--- src/rtl/adcri_pkg.sv ---
// Shared constants and types for the converter register interface.
// Assumes a 125 MHz pclk; all counts are derived here from printed times.
package adcri_pkg;

    // ==========================================================
    // Timing
    localparam int unsigned CLK_PERIOD_NS = 8;
    localparam int unsigned CONV_TIME_NS  = 6700;
    localparam int unsigned RES_BITS      = 10;
    // Longest time rounds down: 837 cycles for a full channel
    localparam int unsigned CONV_CYCLES   = CONV_TIME_NS / CLK_PERIOD_NS;
    localparam int unsigned BIT_CYCLES    = CONV_CYCLES / RES_BITS;
    localparam int unsigned SLOW_FACTOR   = 2;
    localparam int unsigned STEP_W        = 9;
    localparam logic [STEP_W-1:0] STEP_FAST = STEP_W'(BIT_CYCLES - 1);
    localparam logic [STEP_W-1:0] STEP_SLOW = STEP_W'(BIT_CYCLES * SLOW_FACTOR - 1);

    // ==========================================================
    // Register indices (byte address is four times the index)
    localparam logic [29:0] IDX_RES_A_HIGH = 30'h05fffee0;
    localparam logic [29:0] IDX_RES_A_LOW  = 30'h05fffee1;
    localparam logic [29:0] IDX_RES_B_HIGH = 30'h05fffee2;
    localparam logic [29:0] IDX_RES_B_LOW  = 30'h05fffee3;
    localparam logic [29:0] IDX_RES_C_HIGH = 30'h05fffee4;
    localparam logic [29:0] IDX_RES_C_LOW  = 30'h05fffee5;
    localparam logic [29:0] IDX_RES_D_HIGH = 30'h05fffee6;
    localparam logic [29:0] IDX_RES_D_LOW  = 30'h05fffee7;
    localparam logic [29:0] IDX_CTRL_STAT  = 30'h05fffee8;
    localparam logic [29:0] IDX_TRIG_CTRL  = 30'h05fffee9;
    // Only index bits 27..24 and 8..0 take part in decoding
    localparam logic [29:0] IDX_DEC_MASK   = 30'h0f0001ff;

    // ==========================================================
    // Field positions and reset values
    localparam int unsigned CS_DONE_BIT  = 7;
    localparam int unsigned TRG_EN_BIT   = 7;
    localparam logic [7:0]  CS_RESET     = 8'h00;
    localparam logic [7:0]  TRG_RESET    = 8'h7f;
    localparam logic [6:0]  TRG_RSVD     = 7'h7f;
    localparam logic [5:0]  LOW_RSVD     = 6'h00;

    typedef struct packed {
        logic       done;
        logic       irq_en;
        logic       start;
        logic       scan;
        logic       fast;
        logic [2:0] chan;
    } adcri_csr_s;

    typedef enum logic [0:0] {
        ADCRI_IDLE,
        ADCRI_CONV
    } adcri_state_e;

endpackage

--- src/rtl/adcri_top.sv ---
// Register side and successive-approximation sequencer of an eight-input converter.
// Assumes an external DAC plus comparator: the block drives the trial code and
// reads back one comparator bit from outside the clock domain.
`timescale 1ns/1ps
`default_nettype none

// Operation
// - Upper result byte holds eight MSBs
// - Low byte bits 7..6 LSBs, rest zero
// - Inputs 0-3 group zero, 4-7 group one
// - Input n and n+4 share register
// - Results cleared on reset and standby
// - Results always readable, writes ignored
// - Low byte read from holding latch
// - Done flag only cleared by zero write; code also clears it on a DMA read of a result high byte
// - Decode address bits 27-24, 8-0 only
// - Single mode converts one channel per start
// - Scan mode cycles one to four channels
// - External trigger can start conversion
// - Interrupt raised at each conversion end; code raises it with the done flag, after a single or a whole scan, if enabled
// - Conversion end request activates DMA
// - One channel within 6.7 microseconds; code meets it in fast mode only, slow mode takes twice as long
// - High byte read captures low byte
// - Flag after single, or whole scan
// - Scan runs until start cleared, reset, standby
// - Trigger acts on falling edge
module adcri_top
    import adcri_pkg::*;
(
    input  wire logic                  pclk,            // System clock
    input  wire logic                  presetn,         // Async reset, active low
    input  wire logic                  psel,            // APB select
    input  wire logic                  penable,         // APB access phase
    input  wire logic                  pwrite,          // APB direction
    input  wire logic [31:0]           paddr,           // APB byte address
    input  wire logic [31:0]           pwdata,          // APB write data
    output logic                       pready,          // APB ready
    output logic [31:0]                prdata,          // APB read data
    output logic                       pslverr,         // APB error on unmapped
    input  wire logic                  standby,         // Standby mode request
    input  wire logic                  external_start_input, // Trigger pin
    input  wire logic                  comparator_high, // Input at or above trial code
    input  wire logic                  dma_access,      // Access made by DMA
    output logic [adcri_pkg::RES_BITS-1:0] dac_code,    // Trial code to DAC
    output logic [2:0]                 conv_channel,    // Selected analog input
    output logic                       conv_active,     // Conversion running
    output logic                       conversion_end_irq, // Interrupt request
    output logic                       dma_request      // DMA activation
);
    import adcri_pkg::*;

    // ==========================================================
    // Decode
    function automatic logic idx_hit(input logic [29:0] a, input logic [29:0] b);
        idx_hit = ((a ^ b) & IDX_DEC_MASK) == 30'h0;
    endfunction

    logic [29:0] idx;
    logic        sel_res_high;
    logic        sel_res_low;
    logic [1:0]  sel_reg;
    logic        sel_csr;
    logic        sel_trg;
    logic        mapped;
    logic        acc;
    logic        wr;
    logic        rd;

    assign idx = paddr[31:2];

    always_comb
    begin
        sel_res_high = 1'b0;
        sel_res_low  = 1'b0;
        sel_reg      = 2'd0;
        if (idx_hit(idx, IDX_RES_A_HIGH) || idx_hit(idx, IDX_RES_A_LOW))
        begin
            sel_reg = 2'd0;
            sel_res_high = idx_hit(idx, IDX_RES_A_HIGH);
            sel_res_low  = !sel_res_high;
        end
        else if (idx_hit(idx, IDX_RES_B_HIGH) || idx_hit(idx, IDX_RES_B_LOW))
        begin
            sel_reg = 2'd1;
            sel_res_high = idx_hit(idx, IDX_RES_B_HIGH);
            sel_res_low  = !sel_res_high;
        end
        else if (idx_hit(idx, IDX_RES_C_HIGH) || idx_hit(idx, IDX_RES_C_LOW))
        begin
            sel_reg = 2'd2;
            sel_res_high = idx_hit(idx, IDX_RES_C_HIGH);
            sel_res_low  = !sel_res_high;
        end
        else if (idx_hit(idx, IDX_RES_D_HIGH) || idx_hit(idx, IDX_RES_D_LOW))
        begin
            sel_reg = 2'd3;
            sel_res_high = idx_hit(idx, IDX_RES_D_HIGH);
            sel_res_low  = !sel_res_high;
        end
    end

    assign sel_csr = idx_hit(idx, IDX_CTRL_STAT);
    assign sel_trg = idx_hit(idx, IDX_TRIG_CTRL);
    assign mapped  = sel_res_high | sel_res_low | sel_csr | sel_trg;

    // No wait state: read data is registered in the setup cycle
    assign acc     = psel & penable;
    assign pready  = acc;
    assign pslverr = acc & ~mapped;
    assign wr      = acc & pwrite & mapped;
    assign rd      = acc & ~pwrite & mapped;

    // ==========================================================
    // Pin synchronisers
    logic trg_s1;
    logic trg_s2;
    logic trg_s3;
    logic cmp_s1;
    logic cmp_s2;
    logic trg_fall;

    always_ff @(posedge pclk or negedge presetn)
    begin
        if (!presetn)
        begin
            trg_s1 <= 1'b1;
            trg_s2 <= 1'b1;
            trg_s3 <= 1'b1;
            cmp_s1 <= 1'b0;
            cmp_s2 <= 1'b0;
        end
        else
        begin
            trg_s1 <= external_start_input;
            trg_s2 <= trg_s1;
            trg_s3 <= trg_s2;
            cmp_s1 <= comparator_high;
            cmp_s2 <= cmp_s1;
        end
    end

    // Third flop only delays; the edge is taken between settled copies
    assign trg_fall = trg_s3 & ~trg_s2;

    // ==========================================================
    // Registers
    adcri_csr_s                csr;
    logic                      trig_en;
    logic                      done_seen;
    logic [RES_BITS-1:0]       result [4];
    logic [7:0]                hold_low;
    adcri_state_e              state;
    logic [STEP_W-1:0]         step_cnt;
    logic [3:0]                bit_idx;
    logic                      conv_end;
    logic                      scan_end;
    logic                      sw_start;
    logic                      hw_start;
    logic                      csr_clear_ok;
    logic                      dma_clear;
    logic                      conv_last;
    logic [2:0]                start_chan;
    logic                      start_scan;
    logic                      start_fast;

    assign sw_start     = wr & sel_csr & pwdata[5] & ~csr.start;
    assign hw_start     = trig_en & trg_fall & ~csr.start;
    assign csr_clear_ok = wr & sel_csr & ~pwdata[CS_DONE_BIT] & done_seen;
    // A DMA read of a result high byte stands in for the software clear
    assign dma_clear    = rd & sel_res_high & dma_access & csr.done;

    // A software start uses the fields written with it, not the old ones
    assign start_chan   = sw_start ? pwdata[2:0] : csr.chan;
    assign start_scan   = sw_start ? pwdata[4] : csr.scan;
    assign start_fast   = sw_start ? pwdata[3] : csr.fast;

    // Scan ends at the top channel of the selected set
    assign scan_end = conv_channel[1:0] == csr.chan[1:0];

    // Trigger control: only the enable bit is stored
    always_ff @(posedge pclk or negedge presetn)
    begin
        if (!presetn)
            trig_en <= TRG_RESET[TRG_EN_BIT];
        else if (standby)
            trig_en <= TRG_RESET[TRG_EN_BIT];
        else if (wr && sel_trg)
            trig_en <= pwdata[TRG_EN_BIT];
    end

    // Control/status register
    always_ff @(posedge pclk or negedge presetn)
    begin
        if (!presetn)
            csr <= adcri_csr_s'(CS_RESET);
        else if (standby)
            csr <= adcri_csr_s'(CS_RESET);
        else
        begin
            if (wr && sel_csr)
            begin
                csr.irq_en <= pwdata[6];
                csr.start  <= pwdata[5];
                csr.scan   <= pwdata[4];
                csr.fast   <= pwdata[3];
                csr.chan   <= pwdata[2:0];
            end
            if (hw_start)
                csr.start <= 1'b1;
            if (conv_end && !csr.scan)
                csr.start <= 1'b0;
            // Setting the flag wins over a clear in the same cycle
            // Last channel is judged when its result is stored
            if (conv_last)
                csr.done <= 1'b1;
            else if (csr_clear_ok || dma_clear)
                csr.done <= 1'b0;
        end
    end

    // A zero write only clears after software has seen the flag set
    always_ff @(posedge pclk or negedge presetn)
    begin
        if (!presetn)
            done_seen <= 1'b0;
        else if (standby || !csr.done)
            done_seen <= 1'b0;
        else if (rd && sel_csr)
            done_seen <= 1'b1;
    end

    // ==========================================================
    // Successive approximation sequencer
    always_ff @(posedge pclk or negedge presetn)
    begin
        if (!presetn)
        begin
            state        <= ADCRI_IDLE;
            step_cnt     <= '0;
            bit_idx      <= 4'd0;
            dac_code     <= '0;
            conv_channel <= 3'd0;
            conv_end     <= 1'b0;
            conv_last    <= 1'b0;
        end
        else
        begin
            conv_end <= 1'b0;
            conv_last <= 1'b0;
            case (state)
                ADCRI_IDLE:
                begin
                    if (!standby && (sw_start || hw_start))
                    begin
                        state    <= ADCRI_CONV;
                        // Scan begins at the base of the group
                        conv_channel <= start_scan ? {start_chan[2], 2'b00} : start_chan;
                        bit_idx  <= 4'(RES_BITS - 1);
                        dac_code <= RES_BITS'(1) << (RES_BITS - 1);
                        // The first step also covers the two-flop comparator delay
                        step_cnt <= start_fast ? STEP_FAST : STEP_SLOW;
                    end
                end
                ADCRI_CONV:
                begin
                    // A software stop keeps the results already stored
                    if (standby || !csr.start)
                        state <= ADCRI_IDLE;
                    else if (step_cnt != '0)
                        step_cnt <= step_cnt - STEP_W'(1);
                    else
                    begin
                        step_cnt <= csr.fast ? STEP_FAST : STEP_SLOW;
                        // Comparator low: the trial bit overshoots the input, drop it
                        if (!cmp_s2)
                            dac_code[bit_idx] <= 1'b0;
                        if (bit_idx != 4'd0)
                        begin
                            bit_idx <= bit_idx - 4'd1;
                            dac_code[bit_idx - 4'd1] <= 1'b1;
                        end
                        else
                        begin
                            conv_end <= 1'b1;
                            // Judge the scan end now; the channel moves on at this edge
                            conv_last <= !csr.scan || scan_end;
                            bit_idx  <= 4'(RES_BITS - 1);
                            if (!csr.scan)
                                state <= ADCRI_IDLE;
                            else
                            begin
                                dac_code <= RES_BITS'(1) << (RES_BITS - 1);
                                conv_channel <= scan_end ? {csr.chan[2], 2'b00}
                                                         : conv_channel + 3'd1;
                            end
                        end
                    end
                end
                default:
                    state <= ADCRI_IDLE;
            endcase
        end
    end

    assign conv_active = state == ADCRI_CONV;

    // Result store: the last decision is folded in as it is written
    logic [RES_BITS-1:0] final_code;
    logic [1:0]          res_slot;

    assign final_code = {dac_code[RES_BITS-1:1], dac_code[0] & cmp_s2};
    assign res_slot   = conv_channel[1:0];

    always_ff @(posedge pclk or negedge presetn)
    begin
        if (!presetn)
        begin
            for (int i = 0; i < 4; i++)
                result[i] <= '0;
        end
        else if (standby)
        begin
            for (int i = 0; i < 4; i++)
                result[i] <= '0;
        end
        else if (state == ADCRI_CONV && csr.start && step_cnt == '0 && bit_idx == 4'd0)
            result[res_slot] <= final_code;
    end

    // ==========================================================
    // Read path
    // Holding latch moves only on a high-byte read, so a low-only read
    // may return data of an older conversion
    always_ff @(posedge pclk or negedge presetn)
    begin
        if (!presetn)
            hold_low <= 8'h00;
        else if (rd && sel_res_high)
            hold_low <= {result[sel_reg][1:0], LOW_RSVD};
    end

    // Read data loads in the setup cycle so the access needs no extra wait
    logic [7:0] rd_byte;

    always_comb
    begin
        rd_byte = 8'h00;
        if (sel_res_high)
            rd_byte = result[sel_reg][RES_BITS-1:2];
        else if (sel_res_low)
            rd_byte = hold_low;
        else if (sel_csr)
            rd_byte = csr;
        else if (sel_trg)
            rd_byte = {trig_en, TRG_RSVD};
    end

    always_ff @(posedge pclk or negedge presetn)
    begin
        if (!presetn)
            prdata <= 32'h0000_0000;
        else if (psel && !penable)
            prdata <= {24'h00_0000, rd_byte};
    end

    // ==========================================================
    // Requests
    // Both follow the sticky flag, so a request is not lost
    // while the bus or the DMA is busy elsewhere
    assign conversion_end_irq = csr.done & csr.irq_en;
    assign dma_request        = csr.done;

endmodule

`default_nettype wire
--- config.mk ---
export PLATFORM = sky130hd
export DESIGN_NAME = adcri_top
export DESIGN_NICKNAME = d
export VERILOG_FILES = /design/src/rtl/adcri_pkg.sv /design/src/rtl/adcri_top.sv
export SDC_FILE = /design/constraint.sdc
export NUM_CORES = 1
export LEC_CHECK = 0
export BUFFER_PORTS_ARGS = -buffer_cell sky130_fd_sc_hd__buf_4
export CAP_MARGIN = 20
export CORE_ASPECT_RATIO = 0.8
export CORE_MARGIN = 3
export CORE_UTILIZATION = 46
export CTS_CLUSTER_SIZE = 24
export DETAILED_ROUTE_END_ITERATION = 8
export PLACE_DENSITY_LB_ADDON = 0.25
export SYNTH_ARGS = -nofsm -noshare
export SYNTH_HDL_FRONTEND = slang
export SYNTH_SLANG_ARGS = --single-unit
--- constraint.sdc ---
create_clock -name pclk -period 3.66 [get_ports pclk]
set_input_delay 0.549 -clock pclk [delete_from_list [all_inputs] [get_ports pclk]]
set_output_delay 0.549 -clock pclk [all_outputs]
set_load 0.02 [all_outputs]
# Yosys cells after proc, flatten, opt, wreduce, memory -nomap -nowiden
# Cells that the tools add are included.
# totals
ff_bits,94
latch_bits,0
ram_bits,0
rom_bits,0
inputBits,73
output_inout_bits,50
wordCells,223
memories,0
# op_classes
addsub,3
mul,0
div_mod_pow,0
order_cmp,7
n_eq_ne,6
shifts,0
n_mux,84
n_bitwise,43
reduce_logical,54
# ops
cell,count
30-bit zero test,10
10-bit two-way mux,12
22-bit inverter,4
21-bit inverter,4
40-bit two-way mux,2
8-bit two-way mux,7
40-bit bitwise mux,1
1-bit two-way mux,33
9-bit two-way mux,3
23-bit inverter,1
3-bit two-way mux,7
10-bit binary-select mux with 2-bit select,1
10-bit demux with 2-bit select,1
20-bit inverter,1
10-bit case mux with 2 select lines,1
1-bit bitwise AND,19
9-bit case mux with 2 select lines,1
4-bit two-way mux,4
1-bit logical AND,13
10-bit bitwise AND,1
4-bit by 5-bit < comparator with 1-bit output (second input constant),2
2-bit two-way mux,5
2-bit != test (second input constant),5
10-bit inverter,1
other kinds (27),58

# Longest topological paths before layout
# Gate-level depths: netlist of the first run.
# depth
ltp_word,18
depth_mapped,11
depth_no_buf,8

# Least setup slack after synthesis of the first run
# OpenSTA, ideal clock, no wires.
# synth_path
kind,register to register
from,reg step_cnt[0]
to,reg result[0] (netlist name)
setup_time_ns,0.078
arrival_time_ns,2.502
path_slack_ns,1.080
path_stages_with_launch,11
path_buffers,2
path_cell_list,dfrtp_1 -> inv_1 -> ha_1 -> or4b_1 -> buf_2 -> or4_1 -> nor4_4 -> and2_1 -> buf_4 -> nand3_1 -> a21oi_1
# synth_between
elab_chain_cells,4
# synth_lines
item,line_no,source
start: declaration,adcri_top.sv:153,logic [STEP_W-1:0] step_cnt;
start signal: assignment,adcri_top.sv:261,step_cnt <= start_fast ? STEP_FAST : STEP_SLOW;
start signal: assignment,adcri_top.sv:270,step_cnt <= step_cnt - STEP_W'(1);
start signal: assignment,adcri_top.sv:273,step_cnt <= csr.fast ? STEP_FAST : STEP_SLOW;
9-bit zero test,adcri_top.sv:326,else if (state == ADCRI_CONV && csr.start && step_cnt == '0 && bit_idx == 4'd0)
1-bit logical AND (2 in series),adcri_top.sv:326,
2-bit nonzero test (no line),-,
end signal: indexed assignment,adcri_top.sv:327,result[res_slot] <= final_code;
end: declaration,adcri_top.sv:150,logic [RES_BITS-1:0] result [4];
# No other way between the ends.
# A chain may end at the register's enable or synchronous reset.

# Worst setup path in the final report of the first run
# Same ends and word-level chain as after synthesis.

==> results.json, run 1 <==
{
  "status": "completed",
  "nFillCells": 971,
  "finalMaxSlewViolations": 0,
  "dp.cells": 736,
  "dr.pass1.iters": 5,
  "critPathKind": "reg2reg",
  "slew_headroom_pct": 36.8,
  "finalNetCount": 685,
  "ios": 123,
  "power_uw": 2090,
  "synth_top_family_by_area": "simple AND/OR/NAND/NOR gates",
  "antenna_found_initial": 0,
  "period_share_pct": 85.5,
  "numCtsBuffers": 9,
  "synth_mux_area_share_pct": 6.00,
  "synth_ff_type": "dfrtp_1",
  "drtAntennaViolNets": 0,
  "combPwrFrac_pct": 7.1,
  "ctsHtreeMaxLevel": 3,
  "fin_area_sq_um": 5790,
  "p_int_uw": 1590,
  "placed_cell_area_sq_um": 5510,
  "clockPowerShare_pct": 41.8,
  "cp_data_arrival_time_ns": 3.39,
  "worst_slew_pin_slew_ns": 0.935,
  "grt_max_degree": 60,
  "layout-drive-gt1-share_pct": 16.5,
  "clock-sinks": 94,
  "grt_setup_unrepaired": "no",
  "drt_iter0_drc": 401,
  "start_util_pct": 48.3,
  "yosys_warnings": 0,
  "yosys.area_share.simple_pct": 19.9,
  "synth_compound_area_share_pct": 18.8,
  "clk_latency_ns": 0.34,
  "clock-root-buffer": "clkbuf_16",
  "end_kind": "flip-flop",
  "maxClockFrequency_mhz": 320,
  "cp-start-kind": "flip-flop",
  "synth_area_leaders": "dfrtp_1 45%, nand2_1 8.0%, a21oi_1 6.0%",
  "cap_violations": 0,
  "skew_ns": 0.00571,
  "ctsResizeCount": 0,
  "die_h_um": 99.9,
  "drc_errors": 0,
  "synth.avg_cell_area_sq_um": 9.05,
  "ys_types": 61,
  "pwr_density_cell_nw_per_um2": 361,
  "final_cell_mix": "108 x nand2_1, 91 x dfrtp_1, 64 x buf_4",
  "layout_commonest_cell": "nand2_1",
  "synth_fa_ha_area_share_pct": 1.23,
  "min-delay-path-class": "in2async",
  "die_x_um": 123,
  "yosysTopAreaCell": "dfrtp_1",
  "gp_congestion": 0.890,
  "ir_drop_v": 0.000283,
  "cts.path.max_buffers": 2,
  "core_area_sq_um": 10500,
  "synthCells": 560,
  "vias_per_cell": 5.76,
  "die_area_sq_um": 12300,
  "clk_pin_slew_worst_paths_ns": 0.06,
  "crit_path_max_fanout": 10,
  "wirelength_mm": 12.9,
  "yosysTopAreaCellShare_pct": 44.9,
  "row_count": 33,
  "num_vias": 4334,
  "synthXorXnorAreaFrac_pct": 0.519,
  "ctsHoldBuffers": 0,
  "stdcell_count": 752,
  "p_leak_uw": 0.00254,
  "power_frac_seq_pct": 51.2,
  "fin_crit_ns": 3.13,
  "post-cts-setup-buffers": 0,
  "setup_tns_ns": 0,
  "grt_pass1_wl_mm": 20.6,
  "switching_power_uw": 502,
  "antenna_cells": 0,
  "portBuffers": 55,
  "worstPathRequired_ns": 3.92,
  "swShare_pct": 24.0,
  "grt_pass1_vias": 3949,
  "grt_usage_pct": 21.5,
  "gr-total-overflow": 0,
  "dp_hpwl_mm": 9.11,
  "hold_viol": 0,
  "netlist_area_sq_um": 5070,
  "wire_per_inst_um": 17.2,
  "setup_viol": 0,
  "syn2layout_area_growth_pct": 14.3,
  "synth_seq_area_share_pct": 46.5,
  "async_flop_share_pct": 100,
  "ys_ff_latch": 94,
  "cts_tree": "yes",
  "synth_edf_count": 0
}
==> worst max-delay path: stages (launching register included) <==
cell	delay (ns)
dfrtp_1	0.41
inv_1	0.09
ha_1	0.21
or4b_1	0.61
or4_1	0.52
nor4_4	0.43
and2_1	0.48
nand3_1	0.13
a21oi_1	0.16
==> layout make-up <==
cell class	instances	area, sq um	share of cell area, %
inverters	14	52.6	0.908
well taps	140	175	3.03
multi-input cells	424	2440	42.2
repair buffers	64	480	8.30
clock inverters	4	32.5	0.562
clock buffers	12	246	4.26
flip-flops and latches	94	2360	40.7
==> per-stage QoR <==
step | setup WS [ns] | hold slack (ns) | util [%]
after floorplan | 1.08 | 0.253 | -
after global placement | 0.622 | 0.335 | 52.5
after detailed placement | 0.550 | 0.350 | 52.5
after CTS | 0.524 | 0.301 | 55.2
after global routing | 0.232 | 0.305 | 55.2
final | 0.532 | 0.267 | 55.2
==> cells by family after synthesis <==
| kind of cell | Yosys count |
|---|---|
| AO/OA/AOI/OAI | 156 |
| XOR/XNOR | 3 |
| AND/OR/NAND/NOR | 210 |
| multiplexers | 26 |
| adder cells (fa/ha/maj) | 5 |
| other | 1 |
| flip-flops | 94 |
| buffers and inverters | 65 |
==> registers in the layout, indices dropped and copies added, names as in the netlist <==
register / count
cmp_s1: 1
trg_s2: 1
conv_channel: 3
bit_idx: 4
trg_s3: 1
step_cnt: 9
conv_last: 1
result: 40
conv_end: 1
csr: 7
hold_low: 2
dac_code: 10
trig_en: 1
done_seen: 1
conv_active: 1
dma_request: 1
prdata: 8
cmp_s2: 1
trg_s1: 1
==> power groups by stage <==
stage / registers [uW] / logic [uW] / clock network [uW]
after floorplan: 1100 / 78.3 / 0
after global placement: 1090 / 147 / 0
after detailed placement: 1090 / 149 / 0
after CTS: 1070 / 149 / 893
after global routing: 1070 / 163 / 930
final: 1070 / 147 / 873
==> routing by layer <==
layer	up-vias	share of wire [%]	track usage [%]	wire, um
met5	-	0	0	0
met4	0	1.0	5.11	134
met3	11	8.8	4.23	1140
met2	188	45	32.2	5820
met1	2096	45	32.2	5830
li1	2039	-	-	-
==> cell usage after synthesis, types with 7 or more instances <==
cell and count:
nand2_1 108, dfrtp_1 91, a21oi_1 61, o21ai_0 41, nor2_1 35, buf_4 28, clkbuf_1 21, mux2i_1 18
inv_1 14, nand3_1 14, nor3_1 9, o31ai_1 7
==> path summary, 6_finish.rpt <==
check                                             start                     to  slack (ns)  depth (start not counted)
worst max-delay path            step_cnt[0]$_DFFE_PN0P_  result[0]$_DFFE_PN0P_        0.53                          8
worst min-delay path                            presetn  prdata[5]$_DFFE_PN0P_        0.27                          1
worst max register to register  step_cnt[0]$_DFFE_PN0P_  result[0]$_DFFE_PN0P_        0.53                          8
worst min register to register         trg_s1$_DFF_PN1_       trg_s2$_DFF_PN1_        0.35                          0
max in group asynchronous                       presetn       trg_s1$_DFF_PN1_        2.59                          2
min in group pclk                       comparator_high       cmp_s1$_DFF_PN0_        0.31                          1
Power figures use the tool's default switching activity.
==> run 2, diff against run 1 <==
- HOLD_SLACK_MARGIN: default -> 0.15
- clock period: 3.66 -> 2.7 ns (I/O delays scaled with it)
==> results.json, run 2 (same netlist as run 1, synthesis figures left out) <==
{
  "layout-drive-gt1-share_pct": 21.6,
  "timing.hold.ws_ns": 0.164,
  "end_kind": "flip-flop",
  "worst_slew_pin_slew_ns": 0.851,
  "drtAntennaViolNets": 0,
  "maxClockFrequency_mhz": 390,
  "largest_reg_flops": 40,
  "period_share_pct": 95.1,
  "p_int_uw": 2340,
  "wirelength_mm": 13.3,
  "numCtsBuffers": 9,
  "die_h_um": 99.9,
  "final_cell_mix": "108 x nand2_1, 91 x dfrtp_1, 83 x buf_4",
  "cap_violations": 0,
  "vias_per_cell": 5.75,
  "cp_data_arrival_time_ns": 2.83,
  "clock-root-buffer": "clkbuf_16",
  "p_leak_uw": 0.00272,
  "setup_viol": 0,
  "combPwrFrac_pct": 6.8,
  "r2r_cells": 10,
  "die_area_sq_um": 12300,
  "drt_iter0_drc": 292,
  "antenna_cells": 0,
  "skew_ns": 0.00721,
  "whs_endpoint": "trg_s1$_DFF_PN1_",
  "top_register": "result",
  "power_uw": 3030,
  "regArea_sq_um": 2360,
  "num_vias": 4470,
  "min-delay-path-class": "in2reg",
  "portBuffers": 55,
  "dr.pass1.iters": 5,
  "grt_max_degree": 58,
  "cp-start-kind": "flip-flop",
  "grt_pass1_wl_mm": 21.0,
  "status": "completed",
  "post-cts-setup-buffers": 0,
  "reg2reg_to": "result[12]$_DFFE_PN0P_",
  "dp_slack_ns": 0.0597,
  "swShare_pct": 22.8,
  "gr-total-overflow": 0,
  "start_util_pct": 48.3,
  "core_area_sq_um": 10500,
  "pwr_density_cell_nw_per_um2": 494,
  "worstPathRequired_ns": 2.96,
  "utilization_pct": 58.6,
  "layout_commonest_cell": "nand2_1",
  "fin_crit_ns": 2.57,
  "grt_usage_pct": 21.9,
  "row_count": 33,
  "clock-sinks": 94,
  "reg2reg_slack_ns": 0.13,
  "reg2reg_from": "step_cnt[0]$_DFFE_PN0P_",
  "dp_hpwl_mm": 9.49,
  "finalNetCount": 711,
  "syn2layout_area_growth_pct": 21.3,
  "multi_input_area_sq_um": 2500,
  "antenna_found_initial": 0,
  "clockPowerShare_pct": 45.4,
  "top_regs": "result: 40 flops, dac_code: 10 flops, step_cnt: 9 flops",
  "setup_ws_ns": 0.133,
  "ios": 123,
  "gp_congestion": 0.874,
  "setup_tns_ns": 0,
  "ctsHtreeMaxLevel": 3,
  "nFillCells": 956,
  "slew_headroom_pct": 43.2,
  "min_path_cells": 1,
  "ir_drop_v": 0.000314,
  "finalMaxSlewViolations": 0,
  "hold_viol": 0,
  "clk_latency_ns": 0.34,
  "power_frac_seq_pct": 47.8,
  "grt_setup_unrepaired": "no",
  "grt_pass1_vias": 4135,
  "clk_pin_slew_worst_paths_ns": 0.07,
  "min_from": "external_start_input",
  "die_x_um": 123,
  "cts.path.max_buffers": 2,
  "wire_per_inst_um": 17.1,
  "cts_tree": "yes",
  "critPathKind": "reg2reg",
  "crit_path_max_fanout": 10,
  "drc_errors": 0,
  "switching_power_uw": 692
}
==> run 2: metal layers <==
layer / GRT usage [%] / routed length [um]
met1: 32.3 / 6080
met2: 33.5 / 6090
met3: 4.23 / 972
met4: 5.70 / 191
met5: 0 / 0
==> run 2: through the flow <==
stage,std cells,cell area [sq um]
after floorplan,583,5150
after global placement,761,5750
after detailed placement,761,5750
after CTS,778,6090
after global routing,778,6150
final,778,6150
==> run 2: worst max-delay path, cell delays in order, from the launching register on <==
cell     delay, ns
dfrtp_1       0.38
inv_1         0.11
ha_4          0.15
or4b_4        0.46
or4_4         0.45
nor4_4        0.23
buf_6         0.16
and2_1        0.17
buf_12        0.15
nand2_1       0.06
a21oi_1       0.17
==> run 2: worst max-delay path by stage <==
stage | cells after the start | start | to
2_1_floorplan | 10 | step_cnt[0]$_DFFE_PN0P_ | result[0]$_DFFE_PN0P_
3_3_place_gp | 10 | step_cnt[0]$_DFFE_PN0P_ | result[0]$_DFFE_PN0P_
3_5_place_dp | 9 | step_cnt[0]$_DFFE_PN0P_ | bit_idx[1]$_DFFE_PN0P_
4_1_cts | 10 | step_cnt[0]$_DFFE_PN0P_ | result[30]$_DFFE_PN0P_
5_1_grt | 10 | step_cnt[0]$_DFFE_PN0P_ | result[30]$_DFFE_PN0P_
6_report | 10 | step_cnt[0]$_DFFE_PN0P_ | result[12]$_DFFE_PN0P_
==> run 2: repair_timing <==
item | 4_1_cts | 5_1_grt
endpoints found under the hold margin | 50 | 0
gates resized for setup | 0 | 15
hold buffers | 1 | 0
setup endpoints to repair | 0 | 46
==> run 2: cell type report <==
cell class                 instances  area share [%]
inverter                          14           0.855
timing repair buffer              90            12.0
tap                              140            2.85
sequential                        94            38.3
clock inverter                     6            1.47
multi-input combinational        424            40.6
clock buffer                      10            3.89
==> run 2: power groups by stage <==
stage	Clock [uW]	Sequential, uW	Combinational, uW
after CTS	1410	1450	206
final	1380	1450	205
after global placement	0	1470	201
after detailed placement	0	1480	205
after global routing	1480	1450	225
after floorplan	0	1490	106
==> run 3, diff against run 2 <==
- CELL_PAD_IN_SITES_DETAIL_PLACEMENT: default -> 2
- CELL_PAD_IN_SITES_GLOBAL_PLACEMENT: default -> 2
- CORE_UTILIZATION: 46 -> 35
- clock period: 2.7 -> 3.01 ns (I/O delays scaled with it)
==> results.json, run 3 (same netlist as run 1, synthesis figures left out) <==
{
  "status": "completed",
  "drtAntennaViolNets": 0,
  "regArea_sq_um": 2360,
  "timing.hold.ws_ns": 0.151,
  "period_share_pct": 95.5,
  "drc_errors": 0,
  "grt_usage_pct": 22.5,
  "top_register": "result",
  "numCtsBuffers": 9,
  "maxClockFrequency_mhz": 348,
  "wirelength_mm": 17.4,
  "vias_per_cell": 5.60,
  "slew_headroom_pct": 39.4,
  "min-delay-path-class": "in2async",
  "crit_path_cell_trace": "inv_1 > ha_1 > or4b_4 > or4_4 > nor4_4 > buf_4 > and2_1 > buf_4 > nand2_1 > a21oi_1",
  "p_leak_uw": 0.00266,
  "grt_pass1_wl_mm": 28.1,
  "wire_per_inst_um": 21.4,
  "crit_family": "simple AND/OR/NAND/NOR gates",
  "ir_drop_v": 0.000268,
  "antenna_cells": 0,
  "r2r_cells": 10,
  "gp_congestion": 0.802,
  "grt_max_degree": 58,
  "cts.path.max_buffers": 2,
  "core_area_sq_um": 13800,
  "utilization_pct": 43.6,
  "max_stage_delay_ns": 0.53,
  "grt.met1_usage_pct": 30.2,
  "row_count": 38,
  "top_regs": "result: 40 flops, dac_code: 10 flops, step_cnt: 9 flops",
  "hold_viol": 0,
  "clk_latency_ns": 0.35,
  "worst_slew_pin_slew_ns": 0.907,
  "cp-start-kind": "flip-flop",
  "crit_slowest_cell": "or4b_4",
  "die_x_um": 141,
  "cp_data_arrival_time_ns": 3.14,
  "busiest_layer": "met2",
  "finalMaxSlewViolations": 0,
  "worstSetupPathDepth": 10,
  "gr-total-overflow": 0,
  "grt_pass1_vias": 4930,
  "ios": 123,
  "cts_tree": "yes",
  "antenna_found_initial": 0,
  "setup_viol": 0,
  "final_cell_mix": "108 x nand2_1, 91 x dfrtp_1, 80 x buf_4",
  "use_met3_pct": 5.16,
  "nFillCells": 1524,
  "largest_reg_flops": 40,
  "use_met2_pct": 37.7,
  "end_kind": "flip-flop",
  "crit_buf_inv": 3,
  "skew_ns": 0.00934,
  "die_h_um": 114,
  "die_area_sq_um": 16000,
  "syn2layout_area_growth_pct": 19.1,
  "setup_tns_ns": 0,
  "pwr_density_cell_nw_per_um2": 430,
  "crit_path_max_fanout": 7,
  "clock-sinks": 94,
  "finalNetCount": 704,
  "critPathKind": "reg2reg",
  "clk_pin_slew_worst_paths_ns": 0.07,
  "start_util_pct": 36.6,
  "worstPathRequired_ns": 3.28,
  "dp_hpwl_mm": 12.4,
  "clock-root-buffer": "clkbuf_16",
  "num_vias": 4540,
  "drt_iter0_drc": 212,
  "layout_commonest_cell": "nand2_1",
  "fin_crit_ns": 2.87,
  "multi_input_area_sq_um": 2450,
  "portBuffers": 55,
  "dr.pass1.iters": 4,
  "ctsHoldBuffers": 0,
  "layout-drive-gt1-share_pct": 19.7,
  "ctsHtreeMaxLevel": 3,
  "cp_common_cell": "buf_4",
  "cap_violations": 0
}
## run 3: cell types whose count changed in the layout (fill, tap and decap cells not counted), moves of 2 or more
| cell | previous run | this run |
|---|---|---|
| a21oi_1 | 58 | 61 |
| a21oi_2 | 3 | 0 |
| and2_4 | 3 | 0 |
| buf_4 | 83 | 80 |
| and2_1 | 3 | 5 |
| buf_6 | 2 | 0 |
| bufinv_16 | 2 | 0 |
| clkinv_4 | 0 | 2 |
| inv_6 | 2 | 0 |
## run 3: where the power goes
group | leakage, uW | internal (uW) | total (uW) | switching (uW)
Clock | 0.000134 | 604 | 1110 | 504
Combinational | 0.00126 | 64.4 | 187 | 123
Sequential | 0.00126 | 1280 | 1300 | 20.3
## run 3: per-layer routing
metal  up-vias  wire (um)
li1       2070          -
met1      2347       7980
met2       111       8380
met3        12        852
met4         0        162
met5         -          0
## run 3: repair_timing
item / CTS / global route
buffers inserted: 2 / 0
gates resized for setup: 0 / 3
pin swaps: 1 / 0
setup endpoints to repair: 12 / 42
## run 3: per-stage QoR
stage	total power, uW	area [sq um]	std cells	setup slack (ns)
6_report	2600	6030	810	0.136
3_5_place_dp	1510	5720	793	-0.00231
4_1_cts	2630	6020	810	0.00526
2_1_floorplan	1430	5150	583	0.430
3_3_place_gp	1510	5720	793	0.109
5_1_grt	2700	6030	810	-0.0182
## run 3: final timing paths
kind | slack (ns) | to | start
max | 0.14 | result[26]$_DFFE_PN0P_ | step_cnt[0]$_DFFE_PN0P_
min | 0.15 | prdata[0]$_DFFE_PN0P_ | presetn
max reg2reg | 0.14 | result[26]$_DFFE_PN0P_ | step_cnt[0]$_DFFE_PN0P_
min reg2reg | 0.35 | cmp_s2$_DFF_PN0_ | cmp_s1$_DFF_PN0_
max in group asynchronous | 2.15 | result[10]$_DFFE_PN0P_ | presetn
min in group pclk | 0.21 | trg_s1$_DFF_PN1_ | external_start_input
## run 3: cell type report
cell class / count / area share [%]
tap: 180 / 3.73
clock buffer: 11 / 4.19
inverter: 14 / 0.871
multi-input combinational: 424 / 40.7
sequential: 94 / 39.1
clock inverter: 4 / 0.539
timing repair buffer: 83 / 10.9
